[src/hw/bmsl_defs.vh]
`ifndef BMSL_DEFS_VH
`define BMSL_DEFS_VH
// ----------------------------------------
// timing and sizes
// ----------------------------------------
`define BMSL_CLK_DIV 256
`define BMSL_HALF_DIV 8'h7F
`define BMSL_DIV_W 8
`define BMSL_STREAM_BITS 256
`define BMSL_CNT_W 9
`define BMSL_LAST_BIT 9'h0FF
`define BMSL_MODE_W 21
`define BMSL_MODE_RESET 21'h00000
// ----------------------------------------
// field positions
// ----------------------------------------
`define BMSL_F_BLK_ORDER 0
`define BMSL_F_CHK_PAR 1
`define BMSL_F_BIG_END 2
`define BMSL_F_DSH_DIS 3
`define BMSL_F_SLC_ABS 4
`define BMSL_F_SYSW_LO 5
`define BMSL_F_SYSW_HI 6
`define BMSL_F_SLPW 7
`define BMSL_F_SPLIT 8
`define BMSL_F_LINE_LO 9
`define BMSL_F_LINE_HI 10
`define BMSL_F_XMIT_LO 11
`define BMSL_F_XMIT_HI 14
`define BMSL_F_DIV_LO 15
`define BMSL_F_DIV_HI 17
`define BMSL_F_RSV18 18
`define BMSL_F_TMR_DIS 19
`define BMSL_F_POT_DIS 20
// ----------------------------------------
// legal encoding limits
// ----------------------------------------
`define BMSL_SYSW_LEGAL 2'h0
`define BMSL_XMIT_MAX 4'h8
`define BMSL_DIV_MAX 3'h2
// ----------------------------------------
// register map (apb byte addresses)
// ----------------------------------------
`define BMSL_A_MODE 12'h000
`define BMSL_A_STAT 12'h004
`define BMSL_A_CTRL 12'h008
`define BMSL_ST_DONE 0
`define BMSL_ST_BUSY 1
`define BMSL_ST_RSV 2
`define BMSL_ST_ENC 3
`define BMSL_CT_RELOAD 0
`endif

[src/hw/bmsl_loader.v]
`include "bmsl_defs.vh"
// ----------------------------------------
// boot mode serial loader with apb status
// ----------------------------------------
module bmsl_loader
(
  input wire pclk,
  input wire presetn,
  input wire power_good,
  input wire boot_serial_data_in,
  output reg boot_serial_clock,
  output reg load_complete,
  output reg block_read_order_sel,
  output reg check_bus_parity_sel,
  output reg big_endian_sel,
  output reg dirty_shared_disable,
  output reg second_level_cache_absent,
  output reg [1:0] system_port_width,
  output reg second_level_port_width,
  output reg second_level_split_sel,
  output reg [1:0] second_level_line_size,
  output reg [3:0] transmit_data_pattern,
  output reg [2:0] system_clock_divisor,
  output reg timer_interrupt_disable,
  output reg potential_invalidate_disable,
  input wire psel,
  input wire penable,
  input wire pwrite,
  input wire [11:0] paddr,
  input wire [31:0] pwdata,
  output wire pready,
  output wire pslverr,
  output reg [31:0] prdata
);
  // ----------------------------------------
  // states
  // ----------------------------------------
  localparam ST_IDLE = 3'b001;
  localparam ST_SHIFT = 3'b010;
  localparam ST_DONE = 3'b100;

  reg [2:0] state;
  reg [2:0] next_state;
  reg [`BMSL_DIV_W-1:0] div_cnt;
  reg [`BMSL_CNT_W-1:0] bit_cnt;
  reg [`BMSL_MODE_W-1:0] mode;
  reg rsv_bad;
  reg reload_req;
  wire pg_s;
  wire din_s;
  wire rise_en;
  wire fall_en;
  wire apb_wr;
  wire apb_rd;
  wire shift_tick;
  wire load_done_edge;
  wire [`BMSL_MODE_W-1:0] cap_en;
  reg enc_bad;

  // pins come from outside the clock domain
  bmsl_sync u_sync_pg
  (
    .pclk(pclk),
    .presetn(presetn),
    .din(power_good),
    .dout(pg_s)
  );

  bmsl_sync u_sync_din
  (
    .pclk(pclk),
    .presetn(presetn),
    .din(boot_serial_data_in),
    .dout(din_s)
  );

  // ----------------------------------------
  // clock divider
  // ----------------------------------------
  // free-running divide by 256, half period each level
  always @(posedge pclk or negedge presetn)
  begin
    if (!presetn)
      div_cnt <= {`BMSL_DIV_W{1'b0}};
    else
      div_cnt <= div_cnt + 1'b1;
  end

  assign rise_en = (div_cnt == `BMSL_HALF_DIV);
  assign fall_en = (div_cnt == {`BMSL_DIV_W{1'b1}});

  // clock keeps toggling after the load completes
  always @(posedge pclk or negedge presetn)
  begin
    if (!presetn)
      boot_serial_clock <= 1'b0;
    else if (rise_en)
      boot_serial_clock <= 1'b1;
    else if (fall_en)
      boot_serial_clock <= 1'b0;
  end

  // ----------------------------------------
  // load sequencer
  // ----------------------------------------
  // sample on the falling edge so the source had a full high half to settle
  always @*
  begin
    next_state = state;
    case (state)
      ST_IDLE:
        if (pg_s && fall_en)
          next_state = ST_SHIFT;
      ST_SHIFT:
        if (!pg_s)
          next_state = ST_IDLE; // power loss abandons a partial stream
        else if (fall_en && bit_cnt == `BMSL_LAST_BIT)
          next_state = ST_DONE;
      ST_DONE:
        if (reload_req || !pg_s)
          next_state = ST_IDLE;
      default:
        next_state = ST_IDLE;
    endcase
  end

  always @(posedge pclk or negedge presetn)
  begin
    if (!presetn)
      state <= ST_IDLE;
    else
      state <= next_state;
  end

  // shared strobes of the sequencer
  assign shift_tick = (state == ST_SHIFT) && fall_en;
  assign load_done_edge = (state == ST_SHIFT) && (next_state == ST_DONE);

  // one capture enable per kept bit, true only at its own index
  genvar gi;
  generate
    for (gi = 0; gi < `BMSL_MODE_W; gi = gi + 1)
    begin : g_cap
      assign cap_en[gi] = shift_tick && (bit_cnt == gi);
    end
  endgenerate

  // bit counter; first sample taken on the edge after entering shift
  always @(posedge pclk or negedge presetn)
  begin
    if (!presetn)
      bit_cnt <= {`BMSL_CNT_W{1'b0}};
    else if (state != ST_SHIFT)
      bit_cnt <= {`BMSL_CNT_W{1'b0}};
    else if (fall_en)
      bit_cnt <= bit_cnt + 1'b1;
  end

  // bit n lands at position n; only the low fields are kept
  always @(posedge pclk or negedge presetn)
  begin
    if (!presetn)
    begin
      mode <= `BMSL_MODE_RESET;
      rsv_bad <= 1'b0;
    end
    else if (shift_tick) // data ignored outside shift
    begin
      mode <= (mode & ~cap_en) | ({`BMSL_MODE_W{din_s}} & cap_en);
      if (bit_cnt == `BMSL_F_RSV18)
        rsv_bad <= din_s;
    end
  end

  // load-complete holds the rest of the core in reset until valid
  always @(posedge pclk or negedge presetn)
  begin
    if (!presetn)
      load_complete <= 1'b0;
    else
      load_complete <= (next_state == ST_DONE);
  end

  // ----------------------------------------
  // decoded mode outputs
  // ----------------------------------------
  // outputs only update at completion, so they never show a partial stream
  always @(posedge pclk or negedge presetn)
  begin
    if (!presetn)
    begin
      block_read_order_sel <= 1'b0;
      check_bus_parity_sel <= 1'b0;
      big_endian_sel <= 1'b0;
      dirty_shared_disable <= 1'b0;
      second_level_cache_absent <= 1'b0;
      system_port_width <= 2'h0;
      second_level_port_width <= 1'b0;
      second_level_split_sel <= 1'b0;
      second_level_line_size <= 2'h0;
      transmit_data_pattern <= 4'h0;
      system_clock_divisor <= 3'h0;
      timer_interrupt_disable <= 1'b0;
      potential_invalidate_disable <= 1'b0;
    end
    else if (load_done_edge)
    begin
      block_read_order_sel <= mode[`BMSL_F_BLK_ORDER];
      check_bus_parity_sel <= mode[`BMSL_F_CHK_PAR];
      big_endian_sel <= mode[`BMSL_F_BIG_END];
      dirty_shared_disable <= mode[`BMSL_F_DSH_DIS];
      second_level_cache_absent <= mode[`BMSL_F_SLC_ABS];
      system_port_width <= mode[`BMSL_F_SYSW_HI:`BMSL_F_SYSW_LO];
      second_level_port_width <= mode[`BMSL_F_SLPW];
      second_level_split_sel <= mode[`BMSL_F_SPLIT];
      second_level_line_size <= mode[`BMSL_F_LINE_HI:`BMSL_F_LINE_LO];
      transmit_data_pattern <= mode[`BMSL_F_XMIT_HI:`BMSL_F_XMIT_LO];
      system_clock_divisor <= mode[`BMSL_F_DIV_HI:`BMSL_F_DIV_LO];
      timer_interrupt_disable <= mode[`BMSL_F_TMR_DIS];
      potential_invalidate_disable <= mode[`BMSL_F_POT_DIS];
    end
  end

  // ----------------------------------------
  // reserved encoding watch
  // ----------------------------------------
  // behaviour is undefined for these, so software gets a flag to refuse the image
  function enc_reserved;
    input [`BMSL_MODE_W-1:0] m;
    begin
      enc_reserved = (m[`BMSL_F_SYSW_HI:`BMSL_F_SYSW_LO] != `BMSL_SYSW_LEGAL) || m[`BMSL_F_SLPW] ||
        m[`BMSL_F_SPLIT] || (m[`BMSL_F_XMIT_HI:`BMSL_F_XMIT_LO] > `BMSL_XMIT_MAX) ||
        (m[`BMSL_F_DIV_HI:`BMSL_F_DIV_LO] > `BMSL_DIV_MAX);
    end
  endfunction

  // taken with the outputs, so the flag always matches the fields shown
  always @(posedge pclk or negedge presetn)
  begin
    if (!presetn)
      enc_bad <= 1'b0;
    else if (load_done_edge)
      enc_bad <= enc_reserved(mode);
  end

  // ----------------------------------------
  // apb slave
  // ----------------------------------------
  // zero wait states; unmapped addresses answer with an error
  function is_mapped;
    input [11:0] a;
    begin
      is_mapped = (a == `BMSL_A_MODE) || (a == `BMSL_A_STAT) || (a == `BMSL_A_CTRL);
    end
  endfunction

  assign pready = 1'b1;
  assign pslverr = psel && penable && !is_mapped(paddr);
  assign apb_wr = psel && penable && pwrite && is_mapped(paddr);
  assign apb_rd = psel && !penable && !pwrite;

  // writing the reload bit in done restarts the stream; self-clears once taken, dropped in other states
  always @(posedge pclk or negedge presetn)
  begin
    if (!presetn)
      reload_req <= 1'b0;
    else if (apb_wr && paddr == `BMSL_A_CTRL)
      reload_req <= pwdata[`BMSL_CT_RELOAD];
    else if (state != ST_DONE)
      reload_req <= 1'b0;
  end

  // read data registered in setup so it is stable through access
  always @(posedge pclk or negedge presetn)
  begin
    if (!presetn)
      prdata <= 32'h00000000;
    else if (apb_rd)
    begin
      prdata <= 32'h00000000;
      case (paddr)
        `BMSL_A_MODE:
          prdata[`BMSL_MODE_W-1:0] <= mode;
        `BMSL_A_STAT:
        begin
          prdata[`BMSL_ST_DONE] <= load_complete;
          prdata[`BMSL_ST_BUSY] <= (state == ST_SHIFT);
          prdata[`BMSL_ST_RSV] <= rsv_bad; // flags a bad reserved bit only
          prdata[`BMSL_ST_ENC] <= enc_bad;
        end
        `BMSL_A_CTRL:
          prdata[`BMSL_CT_RELOAD] <= reload_req;
        default:
          prdata <= 32'h00000000;
      endcase
    end
  end
endmodule // bmsl_loader

[src/hw/bmsl_sync.v]
`include "bmsl_defs.vh"
// ----------------------------------------
// three-stage input synchroniser
// ----------------------------------------
module bmsl_sync
(
  input wire pclk,
  input wire presetn,
  input wire din,
  output reg dout
);
  reg s1;
  reg s2;
  reg s3;
  // s1 feeds only s2; value accepted when s2 and s3 agree
  always @(posedge pclk or negedge presetn)
  begin
    if (!presetn)
    begin
      s1 <= 1'b0;
      s2 <= 1'b0;
      s3 <= 1'b0;
      dout <= 1'b0;
    end
    else
    begin
      s1 <= din;
      s2 <= s1;
      s3 <= s2;
      if (s2 == s3)
        dout <= s3;
    end
  end
endmodule // bmsl_sync

[config.mk]
export PLATFORM = sky130hd
export DESIGN_NAME = bmsl_loader
export DESIGN_NICKNAME = d
export VERILOG_FILES = /design/src/hw/bmsl_loader.v /design/src/hw/bmsl_sync.v
export VERILOG_INCLUDE_DIRS = /design/src /design/src/hw
export SDC_FILE = /design/constraint.sdc
export NUM_CORES = 1
export LEC_CHECK = 0
export BUFFER_PORTS_ARGS = -buffer_cell sky130_fd_sc_hd__buf_2
export CAP_MARGIN = 5
export CORE_MARGIN = 2
export CORE_UTILIZATION = 40
export CTS_CLUSTER_DIAMETER = 100
export DETAILED_ROUTE_END_ITERATION = 10
export GPL_TIMING_DRIVEN = 1
export PLACE_DENSITY = 0.63
export SETUP_SLACK_MARGIN = 0.2
export SLEW_MARGIN = 20
export SYNTH_ARGS = -nofsm -noshare
export SYNTH_HDL_FRONTEND = slang
export SYNTH_SLANG_ARGS = --single-unit
export TNS_END_PERCENT = 5
[constraint.sdc]
create_clock -name pclk -period 3.4 [get_ports pclk]
set_clock_uncertainty 0.1 [all_clocks]
set_input_delay 0.68 -clock pclk [delete_from_list [all_inputs] [get_ports pclk]]
set_output_delay 0.68 -clock pclk [all_outputs]
set_load 0.01 [all_outputs]
==> flow_summary.yaml <==
synthesis:
  ys_seq_area_frac: 0.5678
  ys_ff_latch: 95
  synth_warnings: 0
  synth_flop_cell: "dfrtp_1"
  synth_edf_count: 0
  synthArstFlopShare: 1.000
  syn_inst: 325
  synth_area_um2: 4189
  synth.distinct_cells: 44
  syn_avg_cell_area_um2: 12.89
place:
  port_buffers: 63
  gp_congestion: 0.7880
  dpl.cell_count: 510
  placed_area_um2: 4567
  dp_hpwl_um: 5308
  preCtsSetupSlack_ps: 753.9
clock_network:
  cts_buffers: 9
  root_buffer: "clkbuf_8"
  cts_tree: "done"
  clock_latency_ps: 360
  cts_num_sinks: 95
  postCtsSetupRepairBufs: 0
  cts-resized-gates: 0
  clk_pin_slew_worst_paths_ps: 90
  cts-hold-fix-buffers: 0
  cts_max_path_buffers: 2
  htree_levels: 3
power:
  peakVddDrop_uv: 213.6
  power_mw: 2.012
  leakage_nw: 2.442
  power_density_nw_per_um2: 420.0
cells_and_area:
  multi_input_area_um2: 1625
  instances_no_fill: 526
  drive_gt1_frac: 0.2308
  final_common_cell: "dfrtp_1"
  nFillCells: 972
  final_cell_area_um2: 4790
  syn2layout_area_growth_pct: 14.34
  n_antenna_cell: 0
  regArea_um2: 2379
  final_cell_mix: "dfrtp_1, buf_2, mux2_1"
  final_util: 0.4681
  final_nets: 442
sta:
  rsz0062_at_grt: "no"
  worst_hold_slack_ps: 253.2
  period_share: 0.7720
  finalSetupTns_ps: 0
  setup_violations: 0
  worstMarginPinSlew_ps: 898.8
  fin_crit_ps: 2625
  hold_violations: 0
  clock.fmax_ghz: 0.3810
  timing.final.ws_setup_ps: 775.2
  maxSlewViolCount: 0
  slew_headroom: 0.4008
route:
  drc: 0
  drt.antenna.violating_nets: 0
  avgRoutedWirePerCell_um: 14.47
  vias: 2688
  first_pass_iters: 4
  via_per_inst: 5.110
  routed_wl_um: 7610
  drt_iter0_drc: 79
floorplan:
  die_h_um: 106.3
  fp.dieW_um: 106.3
  die_area_um2: 11310
  initial_core_util: 0.4094
  num_rows: 37
  design.core.area_um2: 10230
  ios: 107
worst_setup_path:
  crit_buf_inv: 1
  rr_worst_depth: 5
  critical_path_class: "register to register"
  reg2reg_slack_ps: 780
  worstPathArrival_ps: 2780
  critPathSlowestCell: "nor4_4"
  crit_fanout: 15
  end_kind: "register"
  cp_data_required_time_ps: 3550
  max_stage_delay_ps: 660
  path_delay_family: "simple AND/OR/NAND/NOR gates"
  r2r_start: "state[2]"
  crit_chain: "or3b_1 > nor4_4 > buf_4 > nand4b_1 > mux2_1"
  crit_path_start_kind: "register"
grt:
  grt_pass1_vias: 2710
  grt.total_usage: 0.1466
  grt_max_degree: 59
  overflow: 0
  antenna_found_initial: 0
  grt_pass1_wl_um: 13290
job:
  drv_cap: 0
outcome:
  status: "finished, final reports clean"
worst_hold_path:
  worst_hold_path_type: "input pin to asynchronous set/reset pin"
-- layer usage --
layer  routed length [µm]  GRT usage
met1                 3616     0.1941
met2                 3622     0.2349
met3                  252    0.03433
met4                  118    0.05357
met5                    0          0
-- cells by family after synthesis --
| group | after synthesis | share of synthesized area |
|---|---|---|
| mux | 45 | 0.1207 |
| xor+xnor | 12 | 0.02509 |
| fa+ha+maj | 8 | 0.02270 |
| compound gates | 35 | 0.06720 |
| flops | 95 | 0.5678 |
| buf+inv | 38 | 0.05466 |
| other cells | 2 | 0.001793 |
| simple gates | 90 | 0.1401 |
-- power breakdown --
group / total [mW] / internal [mW] / switching, mW
sequential: 1.14 / 1.13 / 0.00956
clock: 0.816 / 0.435 / 0.381
combinational: 0.0514 / 0.0140 / 0.0373
-- synthesized netlist by cell type (2+ instances only) --
cell type	count	area, µm²
ha_1	6	75.07
a221o_1	3	30.03
xor2_1	2	17.52
xnor2_1	10	87.58
and3_1	3	18.77
and4bb_1	2	25.02
buf_2	3	15.01
nor3b_2	2	25.02
and2_0	3	18.77
maj3_1	2	20.02
and4b_1	3	30.03
nor3_1	3	15.01
nand4b_1	10	87.58
nand4_1	9	56.30
and4_1	2	17.52
mux2_1	44	495.5
nand3_1	12	60.06
dfrtp_1	94	2352
a31oi_1	2	12.51
a22o_1	17	148.9
inv_1	8	30.03
buf_4	12	90.09
nand2_1	6	22.52
nor2b_1	4	25.02
o31ai_1	2	15.01
or3b_1	2	17.52
buf_6	5	56.30
a21o_1	3	22.52
nor2_1	16	60.06
nor4_1	8	50.05
a21oi_1	4	20.02
conb_1	2	7.510
clkbuf_1	10	37.54
-- area by class of cell --
cell class,count,share of cell area
Timing Repair Buffer,69,0.07576
Inverter,8,0.006270
Tap cell,136,0.03553
Clock inverter,5,0.01698
Multi-Input combinational cell,202,0.3393
Sequential cell,95,0.4966
Clock buffer,11,0.02952
-- how the worst max path moves through the flow --
stage | startpoint | endpoint | slack, ps | depth (start not counted)
finish | state[2] | register | 780 | 5
floorplan | paddr[5] | pslverr | 1150 | 4
global placement | state[2] | register | 810 | 5
CTS | state[2] | register | 740 | 5
global route | state[2] | register | 620 | 5
detailed placement | state[2] | register | 750 | 5
-- worst reg2reg max path, cell delays in order (launching register included) --
cell and delay [ps]:
dfrtp_1 440, or3b_1 590, nor4_4 660, buf_4 260, nand4b_1 130, mux2_1 330
(Power assumes the default switching activity.)
